[config.mk]
export PLATFORM = sky130hd
export DESIGN_NAME = spdse_slave
export DESIGN_NICKNAME = d
export VERILOG_FILES = /design/src/rtl/spdse_alert.v /design/src/rtl/spdse_slave.v /design/src/rtl/spdse_sync.v
export VERILOG_INCLUDE_DIRS = /design/src /design/src/rtl
export SDC_FILE = /design/constraint.sdc
export NUM_CORES = 1
export LEC_CHECK = 0
export ABC_AREA = 1
export BUFFER_PORTS_ARGS = -buffer_cell sky130_fd_sc_hd__buf_2
export CORE_MARGIN = 2
export CORE_UTILIZATION = 55
export DETAILED_ROUTE_END_ITERATION = 10
export GPL_ROUTABILITY_DRIVEN = 0
export HOLD_SLACK_MARGIN = 0.05
export PLACE_DENSITY = 0.88
export SLEW_MARGIN = 20
export SYNTH_ARGS = -nofsm -noshare
export SYNTH_HDL_FRONTEND = slang
export SYNTH_SLANG_ARGS = --single-unit
[constraint.sdc]
create_clock -name clk -period 6.4 [get_ports clk]
set_clock_uncertainty 0.2 [all_clocks]
set_input_delay 1.28 -clock clk [delete_from_list [all_inputs] [get_ports clk]]
set_output_delay 1.28 -clock clk [all_outputs]
set_load 0.01 [all_outputs]
[src/rtl/spdse_consts.vh]
`ifndef SPDSE_CONSTS_VH
`define SPDSE_CONSTS_VH
// Function type codes.
`define SPDSE_FTC_MEM       4'hA
`define SPDSE_FTC_PROT      4'h6
`define SPDSE_FTC_SENSOR    4'h3
// Protection-family command codes, address bits 3..1.
`define SPDSE_CMD_SWP0      3'h1
`define SPDSE_CMD_SWP1      3'h4
`define SPDSE_CMD_SWP2      3'h5
`define SPDSE_CMD_SWP3      3'h0
`define SPDSE_CMD_CWP       3'h3
`define SPDSE_CMD_SPA0      3'h6
`define SPDSE_CMD_SPA1      3'h7
// Alert modes.
`define SPDSE_MODE_INT      2'h0
`define SPDSE_MODE_CMP      2'h1
`define SPDSE_MODE_CRIT     2'h2
// Timing.
`define SPDSE_CLK_HZ        100000000
`define SPDSE_TIMEOUT_MS    30
`define SPDSE_TIMEOUT_CYC   ((`SPDSE_CLK_HZ / 1000) * `SPDSE_TIMEOUT_MS)
// Memory organisation and temperature width.
`define SPDSE_MULTI_MAX     16
`define SPDSE_TEMP_W        11
`endif

[src/rtl/spdse_alert.v]
`include "spdse_consts.vh"
// Temperature alert generator; output is the open-drain enable of the alert pin.
module spdse_alert (
	input  wire                     clk,
	input  wire                     reset,
	input  wire [1:0]               mode,
	input  wire                     clear,
	input  wire [`SPDSE_TEMP_W-1:0] temp,
	input  wire [`SPDSE_TEMP_W-1:0] high_limit,
	input  wire [`SPDSE_TEMP_W-1:0] low_limit,
	input  wire [`SPDSE_TEMP_W-1:0] critical_limit,
	input  wire [`SPDSE_TEMP_W-1:0] hyst,
	output reg                      alert_oe
);
	reg  [2:0] zone_reg;
	wire [2:0] zone_next;
	reg        int_reg;
	reg        crit_reg;
	wire       above_high = $signed(temp) > $signed(high_limit);
	wire       below_low  = $signed(temp) < $signed(low_limit);
	wire       above_crit = $signed(temp) > $signed(critical_limit);

	// Zone flags: any change is a limit crossing.
	assign zone_next = {above_crit, above_high, below_low};

	always @(posedge clk or posedge reset) begin
		if (reset) begin
			zone_reg <= 3'h0;
			int_reg  <= 1'b0;
			crit_reg <= 1'b0;
			alert_oe <= 1'b0;
		end else begin
			zone_reg <= zone_next;
			// A crossing in the clear cycle wins, so no event is lost.
			if (zone_next != zone_reg)
				int_reg <= 1'b1;
			else if (clear)
				int_reg <= 1'b0;
			if (above_crit)
				crit_reg <= 1'b1;
			else if ($signed(temp) < $signed(critical_limit - hyst))
				crit_reg <= 1'b0;
			case (mode)
			`SPDSE_MODE_INT: alert_oe <= int_reg;
			`SPDSE_MODE_CMP: begin
				if (above_high || $signed(temp) < $signed(low_limit - hyst))
					alert_oe <= 1'b1;
				else if ($signed(temp) < $signed(high_limit - hyst) && !below_low)
					alert_oe <= 1'b0;
			end
			`SPDSE_MODE_CRIT: alert_oe <= crit_reg;
			default: alert_oe <= 1'b0;
			endcase
		end
	end
endmodule // spdse_alert

[src/rtl/spdse_slave.v]
`include "spdse_consts.vh"
module spdse_slave #(
	parameter TIMEOUT_CYC = `SPDSE_TIMEOUT_CYC
) (
	input  wire                     clk,
	input  wire                     reset,
	input  wire                     scl_in,
	input  wire                     sda_in,
	output wire                     sda_out,
	output wire                     sda_oe,
	output wire                     scl_out,
	output wire                     scl_oe,
	input  wire                     select_strap_0,
	input  wire                     select_strap_1,
	input  wire                     select_strap_2,
	input  wire                     write_busy,
	output reg                      sel_mem,
	output reg                      sel_prot,
	output reg                      sel_sensor,
	output reg  [3:0]               sel_cmd,
	output reg                      dir_read,
	output reg                      byte_valid,
	output reg  [7:0]               byte_data,
	output reg  [4:0]               byte_count,
	output reg                      rd_req,
	input  wire [7:0]               rd_data,
	output reg                      write_start,
	output reg                      xfer_end,
	output reg                      page_sel,
	output wire [3:0]               wp_block,
	input  wire [1:0]               alert_mode,
	input  wire                     alert_clear,
	input  wire                     sensor_shutdown_bit,
	input  wire [`SPDSE_TEMP_W-1:0] temp_in,
	input  wire [`SPDSE_TEMP_W-1:0] high_limit,
	input  wire [`SPDSE_TEMP_W-1:0] low_limit,
	input  wire [`SPDSE_TEMP_W-1:0] critical_limit,
	input  wire [`SPDSE_TEMP_W-1:0] hyst,
	output reg  [`SPDSE_TEMP_W-1:0] temp_held,
	output wire                     event_out,
	output wire                     event_oe
);
	localparam ST_IDLE  = 3'h0;
	localparam ST_ADDR  = 3'h1;
	localparam ST_AACK  = 3'h2;
	localparam ST_RX    = 3'h3;
	localparam ST_RXACK = 3'h4;
	localparam ST_TX    = 3'h5;
	localparam ST_TXACK = 3'h6;

	wire scl_s;
	wire sda_s;
	reg  scl_d_reg;
	reg  sda_d_reg;
	reg  [2:0]  state_reg;
	reg  [2:0]  state_next;
	reg  [3:0]  bit_reg;
	reg  [7:0]  shift_reg;
	reg  [7:0]  tx_reg;
	reg         drive_low_reg;
	reg         wrote_reg;
	reg  [31:0] low_cnt_reg;
	wire        scl_rise;
	wire        scl_fall;
	wire        start_det;
	wire        stop_det;
	wire        timeout;
	wire        code_ok;
	wire        mem_code;
	wire        prot_code;
	wire        sens_code;
	wire [2:0]  straps;
	wire [2:0]  strap_pins;
	wire        prot_apply;
	wire [11:0] swp_codes;
	genvar      gi;

	spdse_sync u_sync_scl (
		.clk   (clk),
		.reset (reset),
		.d     (scl_in),
		.q     (scl_s)
	);

	spdse_sync u_sync_sda (
		.clk   (clk),
		.reset (reset),
		.d     (sda_in),
		.q     (sda_s)
	);

	generate
		for (gi = 0; gi < 3; gi = gi + 1) begin : g_strap
			// Straps are board pins, so they pass the same two flops as the bus lines.
			spdse_sync u_sync_strap (
				.clk   (clk),
				.reset (reset),
				.d     (strap_pins[gi]),
				.q     (straps[gi])
			);
		end
	endgenerate

	spdse_alert u_alert (
		.clk            (clk),
		.reset          (reset),
		.mode           (alert_mode),
		.clear          (alert_clear),
		.temp           (temp_held),
		.high_limit     (high_limit),
		.low_limit      (low_limit),
		.critical_limit (critical_limit),
		.hyst           (hyst),
		.alert_oe       (event_oe)
	);

	// Open-drain pins only ever drive low; the clock is never held.
	assign sda_out = 1'b0;
	assign sda_oe  = drive_low_reg;
	assign scl_out = 1'b0;
	assign scl_oe  = 1'b0;
	assign event_out = 1'b0;

	assign strap_pins = {select_strap_2, select_strap_1, select_strap_0};
	assign scl_rise  = scl_s && !scl_d_reg;
	assign scl_fall  = !scl_s && scl_d_reg;
	// A data edge while the clock is high is framing, never data.
	assign start_det = scl_s && scl_d_reg && sda_d_reg && !sda_s;
	assign stop_det  = scl_s && scl_d_reg && !sda_d_reg && sda_s;
	assign timeout   = (low_cnt_reg >= TIMEOUT_CYC - 1);

	// The address byte is type code, strap bits, then the direction bit in bit 0.
	assign mem_code  = shift_reg[7:4] == `SPDSE_FTC_MEM;
	assign prot_code = shift_reg[7:4] == `SPDSE_FTC_PROT;
	assign sens_code = shift_reg[7:4] == `SPDSE_FTC_SENSOR;
	assign code_ok   = ((mem_code || sens_code) && shift_reg[3:1] == straps
		|| prot_code)
		&& !((mem_code || prot_code) && write_busy);

	always @(posedge clk or posedge reset) begin
		if (reset) begin
			scl_d_reg <= 1'b1;
			sda_d_reg <= 1'b1;
		end else begin
			scl_d_reg <= scl_s;
			sda_d_reg <= sda_s;
		end
	end

	// Clock low watchdog, restarted on every high level.
	always @(posedge clk or posedge reset) begin
		if (reset)
			low_cnt_reg <= 32'h0;
		else if (scl_s || state_reg == ST_IDLE)
			low_cnt_reg <= 32'h0;
		else if (!timeout)
			low_cnt_reg <= low_cnt_reg + 32'h1;
	end

	always @* begin
		state_next = state_reg;
		case (state_reg)
		ST_IDLE:  state_next = ST_IDLE;
		ST_ADDR:  if (scl_fall && bit_reg == 4'h8)
				state_next = code_ok ? ST_AACK : ST_IDLE;
		ST_AACK:  if (scl_fall)
				state_next = dir_read ? ST_TX : ST_RX;
		ST_RX:    if (scl_fall && bit_reg == 4'h8)
				state_next = ST_RXACK;
		ST_RXACK: if (scl_fall)
				state_next = ST_RX;
		ST_TX:    if (scl_fall && bit_reg == 4'h8)
				state_next = ST_TXACK;
		ST_TXACK: if (scl_rise)
				state_next = sda_s ? ST_IDLE : ST_TX;
		default:  state_next = ST_IDLE;
		endcase
		if (start_det)
			state_next = ST_ADDR;
		else if (stop_det || timeout)
			state_next = ST_IDLE;
	end

	always @(posedge clk or posedge reset) begin
		if (reset) begin
			state_reg     <= ST_IDLE;
			bit_reg       <= 4'h0;
			shift_reg     <= 8'h00;
			tx_reg        <= 8'hFF;
			drive_low_reg <= 1'b0;
			wrote_reg     <= 1'b0;
			sel_mem       <= 1'b0;
			sel_prot      <= 1'b0;
			sel_sensor    <= 1'b0;
			sel_cmd       <= 4'h0;
			dir_read      <= 1'b0;
			byte_valid    <= 1'b0;
			byte_data     <= 8'h00;
			byte_count    <= 5'h00;
			rd_req        <= 1'b0;
			write_start   <= 1'b0;
			xfer_end      <= 1'b0;
		end else begin
			state_reg   <= state_next;
			byte_valid  <= 1'b0;
			rd_req      <= 1'b0;
			write_start <= 1'b0;
			xfer_end    <= 1'b0;
			if (scl_rise)
				shift_reg <= {shift_reg[6:0], sda_s};
			if (scl_rise && bit_reg != 4'h8)
				bit_reg <= bit_reg + 4'h1;
			if (start_det || stop_det || timeout) begin
				bit_reg       <= 4'h0;
				drive_low_reg <= 1'b0;
			end
			if (stop_det && state_reg != ST_IDLE) begin
				xfer_end <= 1'b1;
				// A memory write started only by data bytes launches the cycle.
				if (sel_mem && !dir_read && wrote_reg)
					write_start <= 1'b1;
			end
			if (start_det || state_next == ST_IDLE) begin
				sel_mem    <= 1'b0;
				sel_prot   <= 1'b0;
				sel_sensor <= 1'b0;
				wrote_reg  <= 1'b0;
			end
			case (state_reg)
			ST_ADDR: if (scl_fall && bit_reg == 4'h8 && state_next == ST_AACK) begin
				sel_mem       <= mem_code;
				sel_prot      <= prot_code;
				sel_sensor    <= sens_code;
				sel_cmd       <= shift_reg[3:0];
				dir_read      <= shift_reg[0];
				byte_count    <= 5'h00;
				drive_low_reg <= 1'b1;
				if (shift_reg[0])
					rd_req <= 1'b1;
			end
			ST_AACK: if (scl_fall) begin
				bit_reg       <= 4'h0;
				drive_low_reg <= 1'b0;
				if (dir_read) begin
					tx_reg        <= {rd_data[6:0], 1'b1};
					drive_low_reg <= !rd_data[7];
				end
			end
			ST_RX: if (scl_fall && bit_reg == 4'h8) begin
				byte_valid    <= 1'b1;
				byte_data     <= shift_reg;
				drive_low_reg <= 1'b1;
				if (byte_count != 5'h1F)
					byte_count <= byte_count + 5'h01;
				// Bytes beyond the address and a full group are left to the memory side.
				if (byte_count >= 5'h01 && byte_count <= `SPDSE_MULTI_MAX)
					wrote_reg <= 1'b1;
			end
			ST_RXACK: if (scl_fall) begin
				bit_reg       <= 4'h0;
				drive_low_reg <= 1'b0;
			end
			ST_TX: if (scl_fall) begin
				if (bit_reg == 4'h8) begin
					drive_low_reg <= 1'b0;
					byte_count    <= byte_count + 5'h01;
				end else begin
					drive_low_reg <= !tx_reg[7];
					tx_reg        <= {tx_reg[6:0], 1'b1};
				end
			end
			ST_TXACK: if (scl_rise && !sda_s)
				rd_req <= 1'b1;
			default: ;
			endcase
			if (state_reg == ST_TXACK && state_next == ST_TX) begin
				bit_reg <= 4'h0;
			end
			if (state_reg == ST_TX && scl_fall && bit_reg == 4'h0 && byte_count != 5'h00) begin
				tx_reg        <= {rd_data[6:0], 1'b1};
				drive_low_reg <= !rd_data[7];
			end
		end
	end

	// Protection-family commands act only on a stop, so a cut frame changes nothing.
	assign prot_apply = stop_det && sel_prot && !dir_read;
	assign swp_codes  = {`SPDSE_CMD_SWP3, `SPDSE_CMD_SWP2, `SPDSE_CMD_SWP1, `SPDSE_CMD_SWP0};

	// These settings live in flops, so a reset clears them; keeping them is the memory side's job.
	always @(posedge clk or posedge reset) begin
		if (reset)
			page_sel <= 1'b0;
		else if (prot_apply && sel_cmd[3:1] == `SPDSE_CMD_SPA0)
			page_sel <= 1'b0;
		else if (prot_apply && sel_cmd[3:1] == `SPDSE_CMD_SPA1)
			page_sel <= 1'b1;
	end

	generate
		for (gi = 0; gi < 4; gi = gi + 1) begin : g_wp
			reg wp_bit_reg;
			always @(posedge clk or posedge reset) begin
				if (reset)
					wp_bit_reg <= 1'b0;
				else if (prot_apply && sel_cmd[3:1] == swp_codes[3*gi +: 3])
					wp_bit_reg <= 1'b1;
				else if (prot_apply && sel_cmd[3:1] == `SPDSE_CMD_CWP)
					wp_bit_reg <= 1'b0;
			end
			assign wp_block[gi] = wp_bit_reg;
		end
	endgenerate

	// Sensor readings freeze while shut down and stay readable.
	always @(posedge clk or posedge reset) begin
		if (reset)
			temp_held <= {`SPDSE_TEMP_W{1'b0}};
		else if (!sensor_shutdown_bit)
			temp_held <= temp_in;
	end
endmodule // spdse_slave

[src/rtl/spdse_sync.v]
// Two-flop synchroniser for one asynchronous level.
module spdse_sync (
	input  wire clk,
	input  wire reset,
	input  wire d,
	output reg  q
);
	reg meta_reg;

	always @(posedge clk or posedge reset) begin
		if (reset) begin
			meta_reg <= 1'b1;
			q        <= 1'b1;
		end else begin
			meta_reg <= d;
			q        <= meta_reg;
		end
	end
endmodule // spdse_sync

==> impl_summary.md, run 1 <==
Worst hold path
In this run the worst hold path is classified as reg2reg. The endpoint of the worst hold-timing path is g_strap[1].u_sync_strap.q. The number of cells on the worst hold path is 0. The startpoint identified for the worst hold timing path is g_strap[1].u_sync_strap.meta_reg.

Clock tree
In this run, post-CTS repair resized a total of 0 instances. The number of clock sinks seen by CTS is 114. In this run the deepest clock path goes through 2 buffers. The master cell of the clock root buffer is clkbuf_16. The clock reaches the later pin of the worst-skew pair after 410 ps.

TritonCTS built the clock tree. The clock-pin slew on the worst setup and hold paths is 60 ps. Counting the buffers created by CTS gives 17.

CTS built an H-tree with a depth of 4. Buffers added to address setup during post-CTS repair amount to 0. The hold buffer count at CTS is 0.

STA
The post-route setup TNS is 0 ps. In the finished design, the share of the clock period the worst path needs comes to 66.6%. Counting I/O delays and the setup requirement, the final critical path takes 4260 ps. Setup repair after global routing left no endpoint under its margin. The final number of hold-violating endpoints is 0.

The remaining max-slew budget at the tightest pin is 35.4%. Setup violations remaining at the end of the flow were counted as 0. The fmax is 234 MHz. The final max-slew violation count is 0. The actual transition at the worst max-transition pin is 965 ps.

Drt
In the routed design, unresolved DRC markers number 0. The first-iteration detailed-routing DRC count is 634. Wires add up to 19,400 um. In the final routed layout, each cell accounts on average for 14.4 um. The count of antenna-violating nets left after detailed routing is 0. Before antenna repair, the detailed router went through 5 iterations. The number of vias in the routed layout is 7,386.

Dividing the detail-routed via count by the number of cells gives 5.45.

Die
The y dimension of the die is 126 um. The site row count is 44. 122 I/O pins were placed.

The die is 126 um wide. The starting density of the core is 56.2%. The core outline area is 0.0145 mm^2. The area of the die is 0.0158 mm^2.

GRT
Entering global routing, the biggest net connects 66 pins. For this run the aggregate overflow at the end of global routing stands at 0. The number of global-route vias before repair is 7,157.

The global-route wire length before repair is 33,200 um. The all-layer global routing usage is 25.1%. The initial antenna violation count is 0.

Finish
The final core utilization is 65.2%. The register with the most flip-flops in the layout has 32 of them. In the layout the commonest cells are nand2_1, inv_1, buf_2. The layout filler cell count is 1,158. The share of final-layout standard cells stronger than drive strength 1 is 17.5%. The most common cell after layout, fill and taps aside is nand2_1. Compared with the post-synthesis result, the final layout area differs by 15.9%. The total non-filler cell area in the finished layout is 0.00947 mm^2.

The final-stage net count is 1,335. The number of antenna diodes is 0.

Synthesis
The total standard cell area after synthesis is 0.00817 mm^2. Yosys printed 0 warnings. The post-synthesis sequential area ratio is 35.2%. The mean post-synth cell area is 7.90 um^2. For this run, asynchronously set or reset flops after synthesis account for 100%. After synthesis, the netlist uses 49 different library cells. The leading register cell type out of synthesis is dfrtp_1.

In the synthesized netlist, the number of instances is 1,035. After synthesis the netlist holds a flip-flop and latch count of 114. The number of enable-type register cells in the synthesized netlist is 0.

Worst setup path
The endpoint kind of the worst setup timing path is a register. For the worst setup path, the data required time is 6550 ps. Data on the critical path arrives at its endpoint at 4410 ps. The worst-case reg-to-reg path depth is 12.

The capture instance of the worst register-to-register path is byte_count[2]. The critical path start-end classification is in2reg. The reg2reg setup slack is 3520 ps. STA classifies the critical path startpoint as an input pin. The maximum net fanout on the critical path is 3.

The worst register-to-register path begins at bit_reg[1].

Pwr
The analysis attributes to cell leakage a power of 4.92 nW. The largest vdd supply drop is 242 uV. The total power after layout is 2.33 mW. The power density normalized to cell area is 246 mW/mm^2.

Place
The post-detailed-placement cell area is 0.00891 mm^2. The HPWL after detailed placement is 14,700 um. The number of buffers inserted by port buffering is 117.

Job
Across the run, the number of max-cap violations was 0.

Outcome
The run finished with clean final reports.
-- power by group --
part           switching [mW]  internal, mW  total, mW
registers              0.0634         0.793      0.857
clock network           0.370         0.517      0.887
logic                   0.357         0.232      0.589
-- cells by family (layout without fill, tap and decap cells) --
logic type	Yosys count	in the layout	synth area share [%]
DFF	114	114	35.2
adders and majority gates	102	102	15.9
and+or+nand+nor	404	404	21.8
xor gates and xnor gates	42	42	4.50
buffers and inverters	180	313	8.70
AOI/OAI and AO/OA	181	181	12.3
muxes	11	11	1.52
other	1	4	0.0459
-- critical path: stages --
cell and delay, ps:
buf_2 90, inv_1 70, ha_1 140, inv_1 50
fa_1 400, a21oi_1 170, o21bai_1 140, nand2_1 90
o211ai_1 130, nand2_1 90, nand2_1 50, a21oi_1 150
xor2_1 190, ha_1 300, a21oi_1 170, o21a_1 140
nand3_1 90, xnor2_1 180, nand2_1 100, nor3_1 190
nand3_1 120, nand2_1 80
-- synth_stat cells (16+ instances only) --
master | n | area [um^2]
inv_1 | 154 | 578
nand2_1 | 194 | 728
ha_1 | 99 | 1240
nand4_1 | 18 | 113
o21ai_0 | 56 | 280
nor2_1 | 93 | 349
dfrtp_1 | 95 | 2380
xor2_1 | 24 | 210
a21oi_1 | 74 | 370
nor3_1 | 23 | 115
dfstp_2 | 19 | 499
xnor2_1 | 18 | 158
o21ai_1 | 16 | 80.1
nand3_1 | 50 | 250
-- through the flow --
step	hold slack, ps	std cells	setup WS (ps)
global route	159	1355	1940
detailed placement	147	1323	1860
floorplan	145	1038	1940
finish	149	1355	2140
CTS	151	1355	2190
global placement	147	1323	2010
-- layout make-up --
type / count / area [um^2] / share of cell area [%]
Multi-Input combinational cell: 744 / 4600 / 48.5
Sequential cell: 114 / 2880 / 30.4
Inverter: 163 / 614 / 6.49
Timing Repair Buffer: 118 / 593 / 6.26
Clock buffer: 18 / 439 / 4.64
Tap cell: 184 / 230 / 2.43
Clock inverter: 14 / 120 / 1.27
-- layer usage --
metal / part of all wire, % / vias up / GRT usage, %
met5: 0 / - / 0
met3: 4.7 / 18 / 3.57
met1: 45 / 3450 / 33.6
met2: 49 / 256 / 43.0
met4: 1.2 / 0 / 6.66
li1: - / 3662 / -
-- how the worst max path moves through the flow --
stage / start / endpoint / cells past startpoint
after floorplan: reset / bit_reg[0] / 1
after global placement: low_limit[0] / u_alert.alert_oe / 22
after detailed placement: low_limit[0] / u_alert.alert_oe / 22
after CTS: low_limit[0] / u_alert.alert_oe / 22
after global routing: low_limit[0] / u_alert.alert_oe / 22
final: low_limit[0] / u_alert.alert_oe / 22
(Power assumes the default switching activity.)
==> run 2: changes to the inputs <==
==> constraint.sdc (replaced) <==
create_clock -name clk -period 4 [get_ports clk]
set_clock_uncertainty 0.2 [all_clocks]
set_input_delay 0.8 -clock clk [delete_from_list [all_inputs] [get_ports clk]]
set_output_delay 0.8 -clock clk [all_outputs]
set_load 0.01 [all_outputs]
==> run 2 against run 1 <==
Sequential power up 60%. Routed wire length decreased by 0.45%. Clock power up 70%. Final cell count is essentially flat. Cell area rose by 0.57%. Total power increased by 64%. Non-clock buffer count up 1. Clock-buffer cell count rose by 1. Critical path type unchanged. Critical path depth unchanged. Via count is 0.11% higher. Worst setup slack worse by 1800 ps. Highest routed layer unchanged.
==> impl_summary.md, run 2 (synthesis results as in run 1) <==
Die
The area of the die is 0.0158 mm^2 (unchanged). The starting density of the core is 56.2% (unchanged). The core outline area was 0.0145 mm^2 (unchanged).

The horizontal die dimension is 126 um (unchanged). The site row count is 44 (unchanged). The y dimension of the die is 126 um (unchanged). The boundary pin count is 122 (unchanged).

Worst setup path
The maximum net fanout on the critical path is 3 (unchanged). The source of the worst register-to-register timing path is bit_reg[0] (was bit_reg[1]). The critical path data required time is 4140 ps (was 6550 ps).

The capture instance of the worst register-to-register path is byte_count[4] (was byte_count[2]). The endpoint kind of the worst setup timing path was a register (unchanged). The kind of start point of the critical path is an input pin (unchanged). The reg2reg setup slack is 1090 ps (was 3520 ps). The data arrival time of the worst path is 3800 ps (was 4410 ps). The critical path start-end classification is in2reg (unchanged). The worst-case reg-to-reg path depth is 12 (unchanged).

Finish
The most common cell after layout, fill and taps aside is nand2_1 (unchanged). The number of standard cells in the layout, taps in and fillers out came to 1,356 (was 1,355). The layout overhead on the synthesized area is 16.5% (was 15.9%). The final-stage net count is 1,336 (was 1,335). The final core utilization came to 65.5% (was 65.2%). The number of flip-flops under the largest register name was 32 (unchanged). The share of final-layout standard cells stronger than drive strength 1 is 17.4% (was 17.5%). Highest-count cells in the layout ignoring fill and taps: nand2_1, inv_1, buf_2 (unchanged). The area of combinational cells with multiple inputs is 0.00460 mm^2 (unchanged). The number of antenna diodes is 0 (unchanged). The register cell area after layout was 0.00288 mm^2 (unchanged). The layout filler cell count was 1,162 (was 1,158).

GRT
The all-layer global routing usage is 24.9% (was 25.1%). The initial antenna violation count is 0 (unchanged). The largest net degree at the start of global routing was 66 (unchanged). The number of global-route vias before repair was 7,237 (was 7,157). The residual overflow from global routing is 0 (unchanged). The met2 track utilization from global routing is 42.1% (was 43.0%).

The layer with the highest usage after global routing is met2 (unchanged). The global-route wire length before repair was 32,600 um (was 33,200 um). The met3 layer usage reported by global route is 4.80% (was 3.57%). The met1 global-route usage came to 31.5% (was 33.6%).

Place
The number of buffers inserted by port buffering came to 117 (unchanged). The HPWL after detailed placement came to 15,000 um (was 14,700 um). The placed cell count is 1,324 (was 1,323).

Pwr
The total power after layout came to 3.82 mW (was 2.33 mW). The largest vdd supply drop is 360 uV (was 242 uV). The leakage dissipation is 4.95 nW (was 4.92 nW). The power density normalized to cell area came to 401 mW/mm^2 (was 246 mW/mm^2).

Clock tree
The master cell of the clock root buffer is clkbuf_16 (unchanged). The post-CTS setup-driven buffer insertion count is 0 (unchanged). The clock-pin slew on the worst setup and hold paths is 60 ps (about the same). The number of clock sinks seen by CTS came to 114 (unchanged). The hold buffer count at CTS is 0 (unchanged). The total of cells resized after clock tree synthesis is 0 (unchanged). The clock latency of the later-clocked register in the worst-skew pair came to 410 ps (about the same). The CTS tree is built (unchanged). The buffer depth of the longest clock path is 2 (unchanged). The number of H-tree levels is 4 (unchanged).

The total CTS buffers is 17 (unchanged).

Drt
The DRC violation count after routing is 0 (unchanged). The first-pass iteration count of the detailed router is 6 (was 5). The per-cell via count in the routed design is 5.45 (about the same). The count of antenna-violating nets left after detailed routing is 0 (unchanged). The number of vias in the routed layout came to 7,394 (was 7,386). The post-detailed-route wirelength per cell was 14.3 um (was 14.4 um). The total length of routed wires came to 19,400 um (about the same). The first-iteration detailed-routing DRC count is 525 (was 634).

Job
The count of maximum capacitance violations is 0 (unchanged).

STA
The final number of hold-violating endpoints came to 0 (unchanged). The number of failing setup endpoints in the final timing report came to 0 (unchanged). Setup repair after global routing missed its margin: no (unchanged).

The actual transition at the worst max-transition pin was 674 ps (was 965 ps). For this run, the top clock speed supported by timing is 273 MHz. The final max-slew violation count is 0 (unchanged). The final clock period utilization by the worst path is 91.6%. For the finished layout, the period the worst path requires is 3660 ps. The remaining max-slew budget at the tightest pin is 55.0% (was 35.4%).

Worst hold path
The launch instance of the worst min-delay path is g_strap[2].u_sync_strap.meta_reg (was g_strap[1].u_sync_strap.meta_reg). The path class of the lowest-slack min-delay path is reg2reg (unchanged). The endpoint of the worst hold-timing path is g_strap[2].u_sync_strap.q (was g_strap[1].u_sync_strap.q). The number of cells on the worst hold path is 0 (unchanged).

Outcome
Result of the run: finished, final reports clean (unchanged).
==> run 2: cell types whose count changed in the layout (fill, tap and decap cells not counted), sizes merged <==
cell and change:
inv -5, clkinvlp -1, clkinv +2, clkbuf +1, buf +1, bufinv +3
==> run 2: layout make-up <==
cell class / instances / area share, %
Inverter: 163 / 6.45
Clock inverter: 13 / 1.68
Sequential cell: 114 / 30.2
Tap cell: 184 / 2.42
Clock buffer: 19 / 4.55
Timing Repair Buffer: 119 / 6.44
Multi-Input combinational cell: 744 / 48.3
==> run 2: per-layer routing <==
metal	up-vias	share of wire, %
met2	249	48
li1	3655	-
met1	3441	44
met4	0	3.0
met5	-	0
met3	49	5.2
==> run 2: worst max-delay path: stages <==
cell and delay, ps:
buf_2 100, inv_1 70, ha_1 140, inv_1 60, fa_1 410, a21oi_1 180
o21bai_1 140, nand2_1 80, o211ai_1 120, nand2_1 90, nand2_1 50, a21oi_1 150
xor2_1 190, ha_1 290, a21oi_1 150, o21a_1 140, nand3_1 90, xnor2_1 180
nand2_1 90, nor3_1 130, nand3_1 80, nand2_1 70
==> run 2: how the worst max path moves through the flow <==
| stage | to | startpoint | slack [ps] | cells past startpoint |
|---|---|---|---|---|
| floorplan | bit_reg[0] | reset | 20 | 1 |
| global placement | u_alert.alert_oe | low_limit[0] | 100 | 22 |
| detailed placement | u_alert.alert_oe | low_limit[0] | -60 | 22 |
| CTS | u_alert.alert_oe | low_limit[0] | 360 | 22 |
| global route | u_alert.alert_oe | low_limit[0] | 110 | 21 |
| finish | u_alert.alert_oe | low_limit[0] | 340 | 22 |
==> run 2: per-stage QoR <==
step | area, um^2 | hold WS [ps] | worst slack, ps | setup TNS, ps
2_1_floorplan | 8180 | 145 | 15.7 | 0
3_3_place_gp | 8930 | 146 | 100 | 0
3_5_place_dp | 8930 | 147 | -55.3 | -55.3
4_1_cts | 9520 | 149 | 359 | 0
5_1_grt | 9520 | 156 | 112 | 0
6_report | 9520 | 145 | 338 | 0
==> run 2: where the power goes <==
| group | switching [mW] | internal, mW | total [mW] |
|---|---|---|---|
| Clock | 0.529 | 0.979 | 1.51 |
| Combinational | 0.564 | 0.373 | 0.937 |
| Sequential | 0.102 | 1.27 | 1.37 |
| Total | 1.19 | 2.62 | 3.82 |
